`src/hw/tsb_pkg.sv`:
```
package tsb_pkg;

	// Bus addresses
	localparam logic [6:0] DEV_ADDR      = 7'h4C;
	localparam logic [6:0] ARA_ADDR      = 7'h0C;

	// Register pointer values
	localparam logic [7:0] PTR_CFG1_RD   = 8'h03;
	localparam logic [7:0] PTR_CFG1_WR   = 8'h09;
	localparam logic [7:0] PTR_ONESHOT   = 8'h0F;
	localparam logic [7:0] PTR_ALERT_CFG = 8'h22;
	localparam logic [7:0] PTR_RESET     = 8'h00;

	// Reset values
	localparam logic [7:0] CFG1_RESET      = 8'h00;
	localparam logic [7:0] ALERT_CFG_RESET = 8'h01;

	// Field positions
	localparam int SCL_TO_BIT  = 7;
	localparam int SDA_TO_BIT  = 6;
	localparam int STANDBY_BIT = 6;

	// Timing
	localparam int CLOCK_MHZ      = 100;
	localparam int TIMEOUT_US     = 25000;
	localparam int TIMEOUT_CYCLES = TIMEOUT_US * CLOCK_MHZ;

	// Serial slave states
	typedef enum logic [2:0] {
		ST_IDLE     = 3'b000,
		ST_ADDR     = 3'b001,
		ST_ADDR_ACK = 3'b010,
		ST_WR_BYTE  = 3'b011,
		ST_WR_ACK   = 3'b100,
		ST_RD_BYTE  = 3'b101,
		ST_RD_ACK   = 3'b110
	} tsb_state_type;

	// Register write carried to the register map
	typedef struct packed {
		logic       valid;
		logic [7:0] addr;
		logic [7:0] data;
	} tsb_reg_write_type;

endpackage : tsb_pkg

```
`src/hw/tsb_line_timer.sv`:
```
`timescale 1ns/100ps
module tsb_line_timer #(
	parameter int LIMIT = 2500000
) (
	input  wire logic clock,
	input  wire logic resetn,
	input  wire logic run,
	output logic      expired
);
	localparam int W = $clog2(LIMIT + 1);

	logic [W-1:0] count_reg;
	logic [W-1:0] count_next;
	logic         expired_next;

	// Counts while the line is stuck, clears otherwise
	always_comb begin
		count_next   = '0;
		expired_next = 1'b0;
		if (run) begin
			if (count_reg == W'(LIMIT - 1)) begin
				expired_next = 1'b1;
				count_next   = '0;
			end else begin
				count_next = count_reg + W'(1);
			end
		end
	end

	always_ff @(posedge clock or negedge resetn) begin
		if (!resetn) begin
			count_reg <= '0;
			expired   <= 1'b0;
		end else begin
			count_reg <= count_next;
			expired   <= expired_next;
		end
	end
endmodule : tsb_line_timer

```
`src/hw/tsb_smbus_slave.sv`:
```
`timescale 1ns/100ps
module tsb_smbus_slave #(
	parameter int TIMEOUT_CYCLES = tsb_pkg::TIMEOUT_CYCLES
) (
	input  wire logic                       clock,
	input  wire logic                       resetn,
	input  wire logic                       scl_in,
	input  wire logic                       serial_data_line_in,
	output logic                            serial_data_line_out,
	output logic                            serial_data_line_oe_n,
	output logic                            alarm_out,
	output logic                            alarm_oe_n,
	input  wire logic                       status_pending,
	input  wire logic [7:0]                 reg_rd_data,
	output logic [7:0]                      reg_pointer,
	output tsb_pkg::tsb_reg_write_type      reg_write,
	output logic                            monitor_standby_select,
	output logic                            oneshot_start
);
	////////////////////////////////////////////////////////////////////////////////
	// Line sampling and edge detection
	logic scl_s;
	logic sda_s;
	logic scl_d_reg;
	logic sda_d_reg;
	logic scl_rise;
	logic scl_fall;
	logic start_seen;
	logic stop_seen;
	logic scl_to_exp;
	logic sda_to_exp;

	tsb_sync #(.RESET_VAL(1'b1)) u_scl_sync (
		.clock    (clock),
		.resetn   (resetn),
		.async_in (scl_in),
		.sync_out (scl_s)
	);

	tsb_sync #(.RESET_VAL(1'b1)) u_sda_sync (
		.clock    (clock),
		.resetn   (resetn),
		.async_in (serial_data_line_in),
		.sync_out (sda_s)
	);

	// Delayed copies of synchronised lines
	always_ff @(posedge clock or negedge resetn) begin
		if (!resetn) begin
			scl_d_reg <= 1'b1;
			sda_d_reg <= 1'b1;
		end else begin
			scl_d_reg <= scl_s;
			sda_d_reg <= sda_s;
		end
	end

	// Clock edges, start and stop while clock high
	assign scl_rise   = scl_s & ~scl_d_reg;
	assign scl_fall   = ~scl_s & scl_d_reg;
	assign start_seen = scl_s & scl_d_reg & sda_d_reg & ~sda_s;
	assign stop_seen  = scl_s & scl_d_reg & ~sda_d_reg & sda_s;

	////////////////////////////////////////////////////////////////////////////////
	// Slave state machine
	tsb_pkg::tsb_state_type state_reg;
	tsb_pkg::tsb_state_type state_next;
	logic [7:0] shift_reg;
	logic [7:0] shift_next;
	logic [7:0] tx_reg;
	logic [7:0] tx_next;
	logic [3:0] bit_cnt_reg;
	logic [3:0] bit_cnt_next;
	logic [1:0] byte_idx_reg;
	logic [1:0] byte_idx_next;
	logic       rw_reg;
	logic       rw_next;
	logic       ara_mode_reg;
	logic       ara_mode_next;
	logic       sda_oe_n_reg;
	logic       sda_oe_n_next;
	logic [7:0] pointer_reg;
	logic [7:0] pointer_next;
	logic       data_wr;
	logic       ara_done;
	logic       byte_full;
	logic       match_dev;
	logic       match_ara;
	logic [7:0] rd_byte;
	logic [7:0] cfg1_reg;
	logic [7:0] alert_cfg_reg;
	logic       alarm_active_reg;

	assign byte_full = (bit_cnt_reg == 4'h8);
	assign match_dev = (shift_reg[7:1] == tsb_pkg::DEV_ADDR);
	assign match_ara = (shift_reg[7:1] == tsb_pkg::ARA_ADDR) & shift_reg[0]
	                 & alarm_active_reg;

	// Read data selected by the pointer
	always_comb begin
		case (pointer_reg)
			tsb_pkg::PTR_CFG1_RD:   rd_byte = cfg1_reg;
			tsb_pkg::PTR_ALERT_CFG: rd_byte = alert_cfg_reg;
			default:                rd_byte = reg_rd_data;
		endcase
	end

	// Next state of the serial engine
	always_comb begin
		state_next    = state_reg;
		shift_next    = shift_reg;
		tx_next       = tx_reg;
		bit_cnt_next  = bit_cnt_reg;
		byte_idx_next = byte_idx_reg;
		rw_next       = rw_reg;
		ara_mode_next = ara_mode_reg;
		sda_oe_n_next = sda_oe_n_reg;
		pointer_next  = pointer_reg;
		data_wr       = 1'b0;
		ara_done      = 1'b0;
		if (scl_rise && (state_reg == tsb_pkg::ST_ADDR || state_reg == tsb_pkg::ST_WR_BYTE
		                 || state_reg == tsb_pkg::ST_RD_BYTE)) begin
			shift_next   = {shift_reg[6:0], sda_s};
			bit_cnt_next = bit_cnt_reg + 4'h1;
		end
		case (state_reg)
			tsb_pkg::ST_IDLE: begin
				sda_oe_n_next = 1'b1;
			end
			tsb_pkg::ST_ADDR: begin
				if (scl_fall && byte_full) begin
					if (match_dev || match_ara) begin
						state_next    = tsb_pkg::ST_ADDR_ACK;
						sda_oe_n_next = 1'b0;
						rw_next       = shift_reg[0];
						ara_mode_next = match_ara & ~match_dev;
						byte_idx_next = 2'h0;
					end else begin
						state_next = tsb_pkg::ST_IDLE;
					end
				end
			end
			tsb_pkg::ST_ADDR_ACK: begin
				if (scl_fall) begin
					bit_cnt_next = 4'h0;
					if (rw_reg) begin
						tx_next       = ara_mode_reg ? {tsb_pkg::DEV_ADDR, 1'b1} : rd_byte;
						sda_oe_n_next = tx_next[7];
						state_next    = tsb_pkg::ST_RD_BYTE;
					end else begin
						sda_oe_n_next = 1'b1;
						state_next    = tsb_pkg::ST_WR_BYTE;
					end
				end
			end
			tsb_pkg::ST_WR_BYTE: begin
				if (scl_fall && byte_full) begin
					if (byte_idx_reg == 2'h0) begin
						pointer_next  = shift_reg;
						state_next    = tsb_pkg::ST_WR_ACK;
						sda_oe_n_next = 1'b0;
					end else if (byte_idx_reg == 2'h1) begin
						data_wr       = 1'b1;
						state_next    = tsb_pkg::ST_WR_ACK;
						sda_oe_n_next = 1'b0;
					end else begin
						state_next = tsb_pkg::ST_IDLE;
					end
					byte_idx_next = (byte_idx_reg == 2'h2) ? 2'h2 : byte_idx_reg + 2'h1;
				end
			end
			tsb_pkg::ST_WR_ACK: begin
				if (scl_fall) begin
					sda_oe_n_next = 1'b1;
					bit_cnt_next  = 4'h0;
					state_next    = tsb_pkg::ST_WR_BYTE;
				end
			end
			tsb_pkg::ST_RD_BYTE: begin
				if (scl_rise && sda_oe_n_reg && !sda_s && ara_mode_reg) begin
					state_next    = tsb_pkg::ST_IDLE;
					sda_oe_n_next = 1'b1;
				end else if (scl_fall && byte_full) begin
					state_next    = tsb_pkg::ST_RD_ACK;
					sda_oe_n_next = 1'b1;
					ara_done      = ara_mode_reg;
				end else if (scl_fall) begin
					tx_next       = {tx_reg[6:0], 1'b1};
					sda_oe_n_next = tx_reg[6];
				end
			end
			tsb_pkg::ST_RD_ACK: begin
				if (scl_fall) begin
					state_next = tsb_pkg::ST_IDLE;
				end
			end
			default: begin
				state_next    = tsb_pkg::ST_IDLE;
				sda_oe_n_next = 1'b1;
			end
		endcase
		if (start_seen) begin
			state_next    = tsb_pkg::ST_ADDR;
			bit_cnt_next  = 4'h0;
			sda_oe_n_next = 1'b1;
		end
		if (stop_seen || scl_to_exp || sda_to_exp) begin
			state_next    = tsb_pkg::ST_IDLE;
			sda_oe_n_next = 1'b1;
		end
	end

	always_ff @(posedge clock or negedge resetn) begin
		if (!resetn) begin
			state_reg    <= tsb_pkg::ST_IDLE;
			shift_reg    <= 8'h00;
			tx_reg       <= 8'hFF;
			bit_cnt_reg  <= 4'h0;
			byte_idx_reg <= 2'h0;
			rw_reg       <= 1'b0;
			ara_mode_reg <= 1'b0;
			sda_oe_n_reg <= 1'b1;
			pointer_reg  <= tsb_pkg::PTR_RESET;
		end else begin
			state_reg    <= state_next;
			shift_reg    <= shift_next;
			tx_reg       <= tx_next;
			bit_cnt_reg  <= bit_cnt_next;
			byte_idx_reg <= byte_idx_next;
			rw_reg       <= rw_next;
			ara_mode_reg <= ara_mode_next;
			sda_oe_n_reg <= sda_oe_n_next;
			pointer_reg  <= pointer_next;
		end
	end

	assign serial_data_line_out  = 1'b0;
	assign serial_data_line_oe_n = sda_oe_n_reg;
	assign reg_pointer           = pointer_reg;

	////////////////////////////////////////////////////////////////////////////////
	// Inactivity timeouts
	logic scl_to_run;
	logic sda_to_run;

	// Run only when enabled and inside a transfer
	assign scl_to_run = alert_cfg_reg[tsb_pkg::SCL_TO_BIT] & ~scl_s
	                  & (state_reg != tsb_pkg::ST_IDLE);
	assign sda_to_run = alert_cfg_reg[tsb_pkg::SDA_TO_BIT] & ~sda_s
	                  & (state_reg != tsb_pkg::ST_IDLE);

	tsb_line_timer #(.LIMIT(TIMEOUT_CYCLES)) u_scl_timer (
		.clock   (clock),
		.resetn  (resetn),
		.run     (scl_to_run),
		.expired (scl_to_exp)
	);

	tsb_line_timer #(.LIMIT(TIMEOUT_CYCLES)) u_sda_timer (
		.clock   (clock),
		.resetn  (resetn),
		.run     (sda_to_run),
		.expired (sda_to_exp)
	);

	////////////////////////////////////////////////////////////////////////////////
	// Local registers, write strobe and alarm
	logic [7:0]                 cfg1_next;
	logic [7:0]                 alert_cfg_next;
	logic                       oneshot_next;
	tsb_pkg::tsb_reg_write_type wr_next;
	logic                       alarm_active_next;

	// Register writes, conversion trigger, alarm latch
	always_comb begin
		cfg1_next         = cfg1_reg;
		alert_cfg_next    = alert_cfg_reg;
		oneshot_next      = 1'b0;
		wr_next.valid     = data_wr;
		wr_next.addr      = pointer_reg;
		wr_next.data      = shift_reg;
		if (data_wr) begin
			case (pointer_reg)
				tsb_pkg::PTR_CFG1_WR:   cfg1_next = shift_reg;
				tsb_pkg::PTR_ALERT_CFG: alert_cfg_next = shift_reg;
				tsb_pkg::PTR_ONESHOT:   oneshot_next = 1'b1;
				default:                cfg1_next = cfg1_reg;
			endcase
		end
		// Set wins over release
		alarm_active_next = status_pending
		                  | (alarm_active_reg & ~(ara_done & ~status_pending));
	end

	always_ff @(posedge clock or negedge resetn) begin
		if (!resetn) begin
			cfg1_reg         <= tsb_pkg::CFG1_RESET;
			alert_cfg_reg    <= tsb_pkg::ALERT_CFG_RESET;
			oneshot_start    <= 1'b0;
			reg_write        <= '0;
			alarm_active_reg <= 1'b0;
			alarm_oe_n       <= 1'b1;
		end else begin
			cfg1_reg         <= cfg1_next;
			alert_cfg_reg    <= alert_cfg_next;
			oneshot_start    <= oneshot_next;
			reg_write        <= wr_next;
			alarm_active_reg <= alarm_active_next;
			alarm_oe_n       <= ~alarm_active_next;
		end
	end

	assign alarm_out              = 1'b0;
	assign monitor_standby_select = cfg1_reg[tsb_pkg::STANDBY_BIT];
endmodule : tsb_smbus_slave

```
`src/hw/tsb_sync.sv`:
```
`timescale 1ns/100ps
module tsb_sync #(
	parameter logic RESET_VAL = 1'b1
) (
	input  wire logic clock,
	input  wire logic resetn,
	input  wire logic async_in,
	output logic      sync_out
);
	logic first_reg;
	logic first_next;
	logic second_next;

	// Two stages, first stage feeds only the second
	always_comb begin
		first_next  = async_in;
		second_next = first_reg;
	end

	always_ff @(posedge clock or negedge resetn) begin
		if (!resetn) begin
			first_reg <= RESET_VAL;
			sync_out  <= RESET_VAL;
		end else begin
			first_reg <= first_next;
			sync_out  <= second_next;
		end
	end
endmodule : tsb_sync
```
`config.mk`:
```
export PLATFORM = sky130hd
export DESIGN_NAME = tsb_smbus_slave
export DESIGN_NICKNAME = d
export VERILOG_FILES = /design/src/hw/tsb_pkg.sv /design/src/hw/tsb_line_timer.sv /design/src/hw/tsb_smbus_slave.sv /design/src/hw/tsb_sync.sv
export SDC_FILE = /design/constraint.sdc
export NUM_CORES = 1
export LEC_CHECK = 0
export ABC_AREA = 0
export BUFFER_PORTS_ARGS = -buffer_cell sky130_fd_sc_hd__buf_4
export CORE_MARGIN = 2
export CORE_UTILIZATION = 40
export CTS_CLUSTER_DIAMETER = 80
export DETAILED_ROUTE_END_ITERATION = 12
export PLACE_DENSITY = 0.59
export SKIP_CTS_REPAIR_TIMING = 1
export SLEW_MARGIN = 20
export SYNTH_ARGS = -nofsm -noshare
export SYNTH_HDL_FRONTEND = slang
export SYNTH_SLANG_ARGS = --single-unit
```
`constraint.sdc`:
```
create_clock -name clock -period 2.47 [get_ports clock]
set_clock_uncertainty 0.15 [all_clocks]
set_input_delay 0.6175 -clock clock [delete_from_list [all_inputs] [get_ports clock]]
set_output_delay 0.6175 -clock clock [all_outputs]
set_load 0.02 [all_outputs]
```
Yosys cells after proc, flatten, opt, wreduce, memory -nomap -nowiden
Cells that the tools add are included.
{"block": "totals", "register_bits": 123}
{"block": "op_classes", "n_addsub": 4, "n_eq_ne": 36, "muxes": 62, "bitwise_logic": 25, "n_reduce_logical": 25}
{"cell": "22-bit two-way mux", "n": 4}
{"cell": "22-bit by 1-bit adder with 22-bit output, second input constant", "n": 2}
{"cell": "22-bit equality test, second input constant", "n": 2}
{"cell": "3-bit two-way mux", "n": 12}
{"cell": "7-bit two-way mux", "n": 5}
{"cell": "1-bit two-way mux", "n": 26}
{"cell": "3-bit one-hot mux with 7 select lines", "n": 1}
{"cell": "1-bit bitwise AND", "n": 16}
{"cell": "8-bit by 4-bit equality test with 1-bit output, second input constant", "n": 2}
{"cell": "4-bit two-way mux", "n": 4}
{"cell": "8-bit one-hot mux with 2 select lines", "n": 1}
{"cell": "7-bit one-hot mux with 2 select lines", "n": 1}
{"cell": "4-bit by 2-bit inequality test with 1-bit output, second input constant", "n": 3}
{"cell": "4-bit inequality test, second input constant", "n": 3}
{"cell": "2-bit two-way mux", "n": 5}
{"cell": "2-bit inequality test, second input constant", "n": 5}
{"cell": "5-bit by 2-bit inequality test with 1-bit output, second input constant", "n": 2}
{"cell": "3-bit equality test, second input constant", "n": 3}
{"cell": "8-bit by 2-bit equality test with 1-bit output, second input constant", "n": 1}
{"cell": "8-bit by 6-bit equality test with 1-bit output, second input constant", "n": 1}
{"cell": "8-bit two-way mux", "n": 1}
{"cell": "1-bit inverter", "n": 8}
{"cell": "8-bit AND reduction", "n": 1}
{"cell": "7-bit by 4-bit equality test with 1-bit output, second input constant", "n": 1}
{"cell": "other kinds (27)", "n": 42}

Logic depth before layout (Yosys ltp)
Gate-level depths: netlist (run 1).
{"block": "depth", "depth_word": 12, "depth_mapped": 8, "ltp_nobuf": 7}

By module
Synthesis (run 1) repeated with hierarchy kept, for this count alone.
{"block": "unflattened", "hier_cells": 540, "hier_area_um2": 5878.1}
{"mod": "tsb_smbus_slave", "n_inst": 1, "cells_per_inst": 286, "area_each_um2": 3380.7, "seq_area_each_um2": 1841.8}
{"mod": "tsb_line_timer", "n_inst": 2, "cells_per_inst": 125, "area_each_um2": 1196.1, "seq_area_each_um2": 575.6}
{"mod": "tsb_sync", "n_inst": 2, "cells_per_inst": 2, "area_each_um2": 52.6, "seq_area_each_um2": 52.6}

Worst setup path before layout (run 1)
No wires, ideal clock.
{"block": "synth_timing", "kind": "register to register", "start": "register bit_cnt_reg[0]", "end": "register cfg1_reg[0]", "setup_ps": 125, "arrival_time_ps": 1908, "path_slack_ps": 287, "stages_incl_launch_ff": 8, "n_path_buf": 0, "synth_period_minus_slack_ps": 2183, "cell_sequence": "dfrtp_1 inv_1 ha_1 nand3b_1 nor3_4 nand3_4 nor4_4 mux2_2"}
{"block": "synth_via", "elab_chain_len": 5}
{"element": "start, declared", "line": "tsb_smbus_slave.sv:72", "rtl": "logic [3:0] bit_cnt_reg;"}
{"element": "start signal, assigned", "line": "tsb_smbus_slave.sv:228", "rtl": "bit_cnt_reg <= bit_cnt_next;"}
{"element": "4-bit equality test", "line": "tsb_smbus_slave.sv:94", "rtl": "assign byte_full = (bit_cnt_reg == 4'h8);"}
{"element": "1-bit logical AND", "line": "tsb_smbus_slave.sv:157", "rtl": "if (scl_fall && byte_full) begin"}
{"element": "1-bit two-way mux", "line": "tsb_smbus_slave.sv:157"}
{"element": "1-bit two-way mux", "line": "tsb_smbus_slave.sv:126", "rtl": "case (state_reg)"}
{"element": "2-bit AND reduction (no line)"}
{"element": "end signal, assigned", "line": "tsb_smbus_slave.sv:297", "rtl": "cfg1_reg <= tsb_pkg::CFG1_RESET;"}
{"element": "end signal, assigned", "line": "tsb_smbus_slave.sv:304", "rtl": "cfg1_reg <= cfg1_next;"}
{"element": "end, declared", "line": "tsb_smbus_slave.sv:90", "rtl": "logic [7:0] cfg1_reg;"}
Every way passes these cells.
A chain may end at the register's enable or synchronous reset.

Worst setup path after layout (run 1)
{"block": "layout_timing", "start": "register bit_cnt_reg[0]", "end": "register alert_cfg_reg[1]"}
{"block": "layout_via", "elab_chain_len": 5}
{"element": "4-bit equality test", "line": "tsb_smbus_slave.sv:94"}
{"element": "1-bit logical AND", "line": "tsb_smbus_slave.sv:157"}
{"element": "1-bit two-way mux", "line": "tsb_smbus_slave.sv:157"}
{"element": "1-bit two-way mux", "line": "tsb_smbus_slave.sv:126"}
{"element": "2-bit AND reduction (no line)"}
{"element": "end signal, assigned", "line": "tsb_smbus_slave.sv:298", "rtl": "alert_cfg_reg <= tsb_pkg::ALERT_CFG_RESET;"}
{"element": "end signal, assigned", "line": "tsb_smbus_slave.sv:305", "rtl": "alert_cfg_reg <= alert_cfg_next;"}
{"element": "end, declared", "line": "tsb_smbus_slave.sv:91", "rtl": "logic [7:0] alert_cfg_reg;"}
Every way passes these cells.

==> flow_summary.ini, run 1 <==
[cells_and_area]
syn_to_final_growth_pct = 21.7
fin_nets = 619
diodes = 0
layout-drive-gt1-share_pct = 24.3

[sta]
finalHoldViolations = 0
slew_violations = 0
rsz0062_at_grt = no
setup_tns_ns = 0
worstMarginPinSlew_ns = 0.778
setup_violations = 0
min_period_ns = 2.30
fmax_ghz = 0.435
period_share_pct = 93.0
maxSlewHeadroom_pct = 47.8

[detailed_routing]
vias_per_cell = 5.16
wl_um = 12300
final_antenna_net_count = 0
wl_per_cell_um = 15.4
routed-via-count = 4111
drc = 0
drt-initial-drc-count = 209
drtPass1Iterations = 6

[critical_path]
worstPathArrival_ns = 2.44
critPathMaxFanout = 8
startpoint_type = flop
critPathKind = reg -> reg
worst_ep_required_time_ns = 2.61
cp-end-kind = flop

[die]
start_util_pct = 40.4
core_area_um2 = 14400
io-pin-count = 44
die_x_um = 124
dieArea_um2 = 15500
num_rows = 44
dieHeight_um = 124

[power]
p_leak_nw = 3.12
totalPowerFinal_mw = 4.90
peakVddDrop_mv = 0.485
power_density_nw_per_um2 = 693

[outcome]
run_status = finished, final reports clean

[run]
drv_cap = 0

[synth]
syn_inst = 537
ys_top_cells_by_area = dfrtp_1 46%, dfstp_2 7.2%, mux2_2 6.6%, nor2_1 4.8%, xnor2_1 3.3%
async_flop_share_pct = 100
synth.distinct_cells = 69
synth_area_um2 = 5810
synth-seq-area-share_pct = 53.4
synth_compound_area_share_pct = 8.77
syn_avg_cell_area_um2 = 10.8
muxShareOfSynthArea_pct = 6.96
synth-simple-area-share_pct = 20.1
synth_top_cell_area_share_pct = 46.1
yosys_warnings = 0
synthTopCellsByCount = 107 x dfrtp_1, 75 x nor2_1, 34 x mux2_2, 22 x xnor2_1, 21 x xor2_1
ys_ff_latch = 123
synth_top_family_by_area = simple AND/OR/NAND/NOR gates
synth_xor_area_share_pct = 6.49
synth_enable_flop_cells = 0
synthAdderAreaFrac_pct = 1.51
yosys.area.top_type = dfrtp_1
ys.flop_type = dfrtp_1
synth.most_common_cell = dfrtp_1

[cts]
clkSlewWorstSetupHoldPaths_ns = 0.05
clockBufferDepth = 2
cts_root_buffer = clkbuf_16
h-tree-depth = 4
cts_buffers = 17
cts_tree = built
clock-sinks = 123
clk_latency_ns = 0.42

[placed_design]
port_buffers = 41
finalWeightedCongestion = 0.860
hpwlAfterDp_um = 8600

[grt]
grt_pass1_wl_um = 21100
grt_overflow = 0
antenna_found_initial = 0
first_global_vias = 4202
grt_use_total_pct = 17.1
grt_max_degree = 42

[worst_hold_path]
hold_path.class = in -> reg
## logic make-up (layout without fill, tap and decap cells)
family,count (synthesis),count (layout)
fa+ha+maj,7,7
flops,123,123
xor+xnor,43,43
simple gates,214,214
other cells,1,2
mux,36,36
compound gates,73,73
buf+inv,40,114
## power breakdown
part	switching [mW]	internal [mW]
registers	0.0309	2.06
clock network	0.837	1.77
logic	0.124	0.0858
total	0.992	3.91
## area by class of cell
class | instances | area, um^2
Multi-Input combinational cell | 375 | 2550
Tap cell | 184 | 230
Fill cell | 1296 | 7300
Timing Repair Buffer | 61 | 485
Sequential cell | 123 | 3100
Clock buffer | 25 | 485
Clock inverter | 7 | 140
Inverter | 21 | 78.8
## final timing paths
path | cells past startpoint | slack [ns] | start | end
max | 7 | 0.17 | bit_cnt_reg[0] | alert_cfg_reg[1]
min | 1 | 0.16 | serial_data_line_in | u_sda_sync.first_reg
max reg2reg | 7 | 0.17 | bit_cnt_reg[0] | alert_cfg_reg[1]
max in group asynchronous | 3 | 0.97 | resetn | tx_reg[6]
min reg2reg | 0 | 0.21 | u_sda_sync.first_reg | u_sda_sync.sync_out
min in group asynchronous | 2 | 0.53 | resetn | reg_write[9]
## per-layer routing
metal  global-route usage [%]  part of all wire, %  vias up
met5                        0                    0        -
met4                     6.87                  1.9        0
met3                     4.90                  3.0       19
met2                     26.3                   47       66
met1                     22.7                   48     2005
li1                         -                    -     2021
## worst max-delay path: stages, from the launching register on
cell and delay (ns):
dfrtp_1 0.39, inv_1 0.10, ha_1 0.16, nand3b_1 0.14, nor3_4 0.26, nand3_4 0.15
nor3b_4 0.43, mux2_2 0.39
## per-stage QoR
step	setup WS [ns]	util, %	std cells	instance area (um^2)	hold slack [ns]
global route	0.0470	49.2	796	7070	0.145
CTS	0.161	49.1	795	7060	-0.0288
global placement	0.236	44.8	763	6430	0.196
detailed placement	0.185	44.8	763	6430	0.198
floorplan	0.287	-	538	5810	0.172
finish	0.173	49.2	796	7070	0.161
## placed cells by master (no fill, tap or decap), types with 4 or more instances in the layout
master,Yosys,layout
o221ai_1,4,4
dfrtp_1,107,107
ha_1,7,7
xor2_1,21,21
o21ai_0,12,12
nor3_1,11,11
and3b_1,4,4
mux2_2,34,34
a21oi_1,18,18
nand3_1,19,19
or3_1,4,4
nor4_1,8,8
nand4_1,17,17
buf_4,2,58
nor3b_1,4,4
dfstp_2,16,16
bufinv_16,0,4
nor2_1,75,75
inv_1,20,20
clkbuf_1,13,5
nand2b_1,9,9
nand2_1,20,20
and3_1,11,11
o311a_1,4,4
xnor2_1,22,22
and2_1,4,4
clkbuf_16,0,17
nor2b_1,9,9
Power figures use the tool's default switching activity.
==> run 2: changes to the inputs <==
--- a/config.mk
+++ b/config.mk
@@ -7,7 +7,6 @@
 export LEC_CHECK = 0
 export ABC_AREA = 0
 export BUFFER_PORTS_ARGS = -buffer_cell sky130_fd_sc_hd__buf_4
-export CORE_MARGIN = 2
 export CORE_UTILIZATION = 40
 export CTS_CLUSTER_DIAMETER = 80
 export DETAILED_ROUTE_END_ITERATION = 12
==> flow_summary.ini, run 2 (synthesis results as in run 1) <==
[outcome]
run_status = finished, final reports clean

[sta]
maxSlewHeadroom_pct = 47.4
period_share_pct = 95.4
worstMarginPinSlew_ns = 0.783
finalHoldViolations = 0
setup_tns_ns = 0
fmax_ghz = 0.424
min_period_ns = 2.36
rsz0062_at_grt = no
slew_violations = 0
setup_violations = 0

[critical_path]
critPathMaxFanout = 8
r2r_setup_slack_ns = 0.11
path_cells = inv_1 > ha_1 > nand3b_1 > nor3_4 > nand3_4 > nor3b_4 > mux2_2
worst_ep_required_time_ns = 2.62
cp-startpoint = bit_cnt_reg[0]
crit_path_top_delay_cell = nor3b_4
r2r-start = bit_cnt_reg[0]
worstPathArrival_ns = 2.51
r2r_end = alert_cfg_reg[5]
critical-path-max-stage-delay_ns = 0.45
cp_top_family = simple AND/OR/NAND/NOR gates
cp-end-kind = flop
critPathKind = reg -> reg
crit_path_end = alert_cfg_reg[5]
startpoint_type = flop
rr_worst_depth = 7
timing.critical_path.buf_inv = 1
cp.depth = 7

[detailed_routing]
wl_um = 12600
final_antenna_net_count = 0
vias_per_cell = 5.28
routed-via-count = 4184
drt-initial-drc-count = 214
wl_per_cell_um = 15.9
drtPass1Iterations = 4
drc = 0

[cells_and_area]
syn_to_final_growth_pct = 21.2
fillers = 1294
final_common_cell = dfrtp_1
final_util_pct = 50.1
fin_nets = 620
diodes = 0
layout-drive-gt1-share_pct = 24.8
mostFrequentLayoutCells = 107 x dfrtp_1, 75 x nor2_1, 59 x buf_4

[placed_design]
port_buffers = 41
hpwlAfterDp_um = 8710
finalWeightedCongestion = 0.863

[cts]
cts_buffers = 17
cts_root_buffer = clkbuf_16
cts_tree = built
clk_latency_ns = 0.42
h-tree-depth = 4
clock-sinks = 123
clkSlewWorstSetupHoldPaths_ns = 0.05
clockBufferDepth = 2

[run]
drv_cap = 0

[power]
comb_power_share_pct = 4.5
switching_share_pct = 21.5
clock_power_share_pct = 51.9
internal_power_mw = 3.75
p_leak_nw = 3.12
totalPowerFinal_mw = 4.78
p_switching_mw = 1.03
power_density_nw_per_um2 = 679
peakVddDrop_mv = 0.471
p_seq_share_pct = 43.6

[grt]
grt_overflow = 0
grt_pass1_wl_um = 21400
grt_max_degree = 53
antenna_found_initial = 0
first_global_vias = 4334
grt_use_total_pct = 18.9

[worst_hold_path]
hold_path.class = in -> reg

[die]
die_x_um = 122
io-pin-count = 44
dieArea_um2 = 15000
num_rows = 43
start_util_pct = 41.4
dieHeight_um = 122
core_area_um2 = 14000
[run 2: power groups by stage]
stage / sequential, mW / clock [mW] / combinational (mW)
3_3_place_gp: 2.12 / 0 / 0.210
4_1_cts: 2.08 / 2.54 / 0.217
2_1_floorplan: 2.13 / 0 / 0.0807
3_5_place_dp: 2.12 / 0 / 0.216
5_1_grt: 2.09 / 2.63 / 0.235
6_report: 2.09 / 2.48 / 0.214
[run 2: layout make-up]
cell class	instances	area, um^2	area share, %
repair buffers	62	493	7.00
flip-flops and latches	123	3100	44.0
well taps	180	225	3.20
inverters	21	78.8	1.12
clock buffers	25	505	7.18
multi-input cells	375	2550	36.2
clock inverters	7	87.6	1.24
[run 2: how the worst min path moves through the flow]
stage                               startpoint                    to  slack [ns]  depth (start not counted)
after global routing       serial_data_line_in  u_sda_sync.first_reg        0.13                          1
after detailed placement  u_scl_sync.first_reg   u_scl_sync.sync_out        0.20                          0
after floorplan                         resetn      alarm_active_reg        0.17                          0
after CTS                               resetn         oneshot_start       -0.03                          1
after global placement    u_scl_sync.first_reg   u_scl_sync.sync_out        0.20                          0
final                      serial_data_line_in  u_sda_sync.first_reg        0.15                          1
[run 2: worst register-to-register path, stage by stage, from the launching register on]
cell	delay, ns
dfrtp_1	0.39
inv_1	0.11
ha_1	0.16
nand3b_1	0.14
nor3_4	0.27
nand3_4	0.16
nor3b_4	0.45
mux2_2	0.40
[run 2: metrics by stage]
step	hold slack, ns	instance area, um^2	setup slack (ns)	instances
global route	0.133	7040	0.0113	793
CTS	-0.0330	7030	0.104	792
global placement	0.198	6440	0.225	760
finish	0.154	7040	0.112	793
detailed placement	0.198	6440	0.127	760
floorplan	0.172	5810	0.287	538
[run 2: layer usage]
metal  part of all wire (%)  wire [um]  up-vias  GRT usage [%]
li1                       -          -     2026              -
met1                     45       5660     2044           22.9
met2                     49       6110       90           30.5
met3                    4.1        515       24           5.16
met4                    2.4        305        0           9.83
met5                      0          0        -              0
==> run 3: changes to the inputs <==
--- a/config.mk
+++ b/config.mk
@@ -5,7 +5,7 @@
 export SDC_FILE = /design/constraint.sdc
 export NUM_CORES = 1
 export LEC_CHECK = 0
-export ABC_AREA = 0
+export ABC_AREA = 1
 export BUFFER_PORTS_ARGS = -buffer_cell sky130_fd_sc_hd__buf_4
 export CORE_UTILIZATION = 40
 export CTS_CLUSTER_DIAMETER = 80
==> flow_summary.ini, run 3 <==
[outcome]
run_status = finished, final reports clean

[cells_and_area]
syn_to_final_growth_pct = 20.4
fin_nets = 809
layout-drive-gt1-share_pct = 16.8
stdcell_count = 986
final_common_cell = nand2_1
diodes = 0
final_util_pct = 49.5
final_area_um2 = 7200
mostFrequentLayoutCells = 174 x nand2_1, 111 x nor2_1, 107 x dfrtp_1

[sta]
slew_violations = 0
rsz0062_at_grt = no
setup_violations = 0
setup_slack_ns = 0.475
setup_tns_ns = 0
maxSlewHeadroom_pct = 64.6
finalHoldViolations = 0
min_period_ns = 1.99
fmax_ghz = 0.501
fin_hold_ws_ns = 0.148
period_share_pct = 80.8
worstMarginPinSlew_ns = 0.530

[placed_design]
hpwlAfterDp_um = 9830
finalWeightedCongestion = 0.922
port_buffers = 41
pre_cts_ws_ns = 0.476
placed_area_um2 = 6520
dpl.cell_count = 953

[worst_hold_path]
hold_end = u_sda_sync.first_reg
min_path_cells = 1
hp-start = serial_data_line_in
hold_path.class = in -> reg

[detailed_routing]
routed.top_layer = met4
final_antenna_net_count = 0
routed-via-count = 4887
vias_per_cell = 4.96
drc = 0
drt-initial-drc-count = 342
m1WireLength_um = 6320
dr_wl_met2_um = 6440
wl_per_cell_um = 13.8
met3_length_um = 564
wl_um = 13600
drtPass1Iterations = 5

[die]
io-pin-count = 44
num_rows = 44
dieArea_um2 = 15400
dieHeight_um = 124
die_x_um = 124
start_util_pct = 41.1
core_area_um2 = 14500

[cts]
clk_latency_ns = 0.42
clockBufferDepth = 2
cts_buffers = 17
h-tree-depth = 4
clkSlewWorstSetupHoldPaths_ns = 0.06
clock-sinks = 123
cts_root_buffer = clkbuf_16
cts_tree = built

[power]
power_density_nw_per_um2 = 721
p_leak_nw = 3.39
peakVddDrop_mv = 0.536
totalPowerFinal_mw = 5.19
internal_power_mw = 4.06
comb_power_share_pct = 5.4
p_switching_mw = 1.13
p_seq_share_pct = 40.8
clock_power_share_pct = 53.8
switching_share_pct = 21.8

[synth]
synth.distinct_cells = 37
yosys.area.top_type = dfrtp_1
syn_avg_cell_area_um2 = 8.19
synth-seq-area-share_pct = 51.8
synth_enable_flop_cells = 0
synth_area_um2 = 5980
ys.flop_type = dfrtp_1
synth.most_common_cell = nand2_1
synthTopCellsByCount = 174 x nand2_1, 111 x nor2_1, 107 x dfrtp_1, 85 x inv_1, 44 x nand3_1
yosys_warnings = 0
async_flop_share_pct = 100
syn_inst = 730
synth_top_cell_area_share_pct = 44.8
ys_ff_latch = 123
ys_top_cells_by_area = dfrtp_1 45%, nand2_1 11%, dfstp_2 7.0%, nor2_1 7.0%, inv_1 5.3%

[grt]
grt_pass1_wl_um = 23400
grt_use_total_pct = 18.9
grt_max_degree = 51
antenna_found_initial = 0
grt_overflow = 0
first_global_vias = 4872

[critical_path]
critPathKind = reg -> reg
r2r_end = reg_pointer[2]
rr_worst_depth = 7
worstPathArrival_ns = 2.13
worst_ep_required_time_ns = 2.60
cp-end-kind = flop
r2r-start = bit_cnt_reg[0]
critPathMaxFanout = 16
r2r_setup_slack_ns = 0.48
startpoint_type = flop

[run]
drv_cap = 0
run 3: changes by cell type in the layout (fill, tap and decap cells not counted), sizes merged, moves of 12 or more:
cell	previous run	this run
nand2	21	182
inv	21	93
nor2	75	121
mux2	35	0
o21ai	13	48
nand3	20	48
nor3	12	34
xnor2	22	2
buf	61	47
xor2	21	9
run 3: cells by family (layout without fill, tap and decap cells):
kind of cell,count (synthesis),count (layout),synth area share (%)
and+or+nand+nor,404,404,30.5
buffers and inverters,102,173,6.84
AOI/OAI and AO/OA,82,82,7.68
xor gates and xnor gates,11,11,1.61
DFF,123,123,51.8
adders and majority gates,7,7,1.46
other,1,2,0.0627
run 3: layout make-up:
| cell class | count | area (um^2) |
|---|---|---|
| fillers | 1353 | 7340 |
| clock buffers | 22 | 484 |
| flip-flops and latches | 123 | 3100 |
| inverters | 93 | 349 |
| well taps | 184 | 230 |
| repair buffers | 48 | 375 |
| clock inverters | 10 | 186 |
| multi-input cells | 506 | 2470 |
run 3: worst max-delay path by stage:
stage	from	end	slack [ns]	cells past startpoint
floorplan	bit_cnt_reg[0]	cfg1_reg[6]	0.69	10
global placement	bit_cnt_reg[0]	reg_pointer[2]	0.49	7
detailed placement	bit_cnt_reg[0]	reg_pointer[6]	0.48	6
CTS	bit_cnt_reg[0]	reg_pointer[6]	0.46	6
global route	u_scl_timer.count_reg[0]	u_scl_timer.count_reg[18]	0.24	10
finish	bit_cnt_reg[0]	reg_pointer[2]	0.48	7
run 3: power by group through the flow:
stage / combinational [mW] / clock [mW] / sequential (mW)
3_5_place_dp: 0.285 / 0 / 2.15
4_1_cts: 0.287 / 2.84 / 2.12
3_3_place_gp: 0.280 / 0 / 2.15
5_1_grt: 0.320 / 2.93 / 2.12
6_report: 0.282 / 2.79 / 2.12
2_1_floorplan: 0.133 / 0 / 2.16
run 3: worst max-delay path, stage by stage, from the launching register on:
cell	delay [ns]
dfrtp_1	0.40
inv_1	0.08
ha_1	0.14
nand3_1	0.17
nor2_8	0.23
nand3_1	0.41
nand2_1	0.18
o21ai_0	0.09
run 3: layer usage:
metal  GRT usage, %  vias to the layer above
li1               -                     2442
met5              0                        -
met1           24.1                     2308
met3           4.60                       23
met2           30.7                      114
met4           7.51                        0
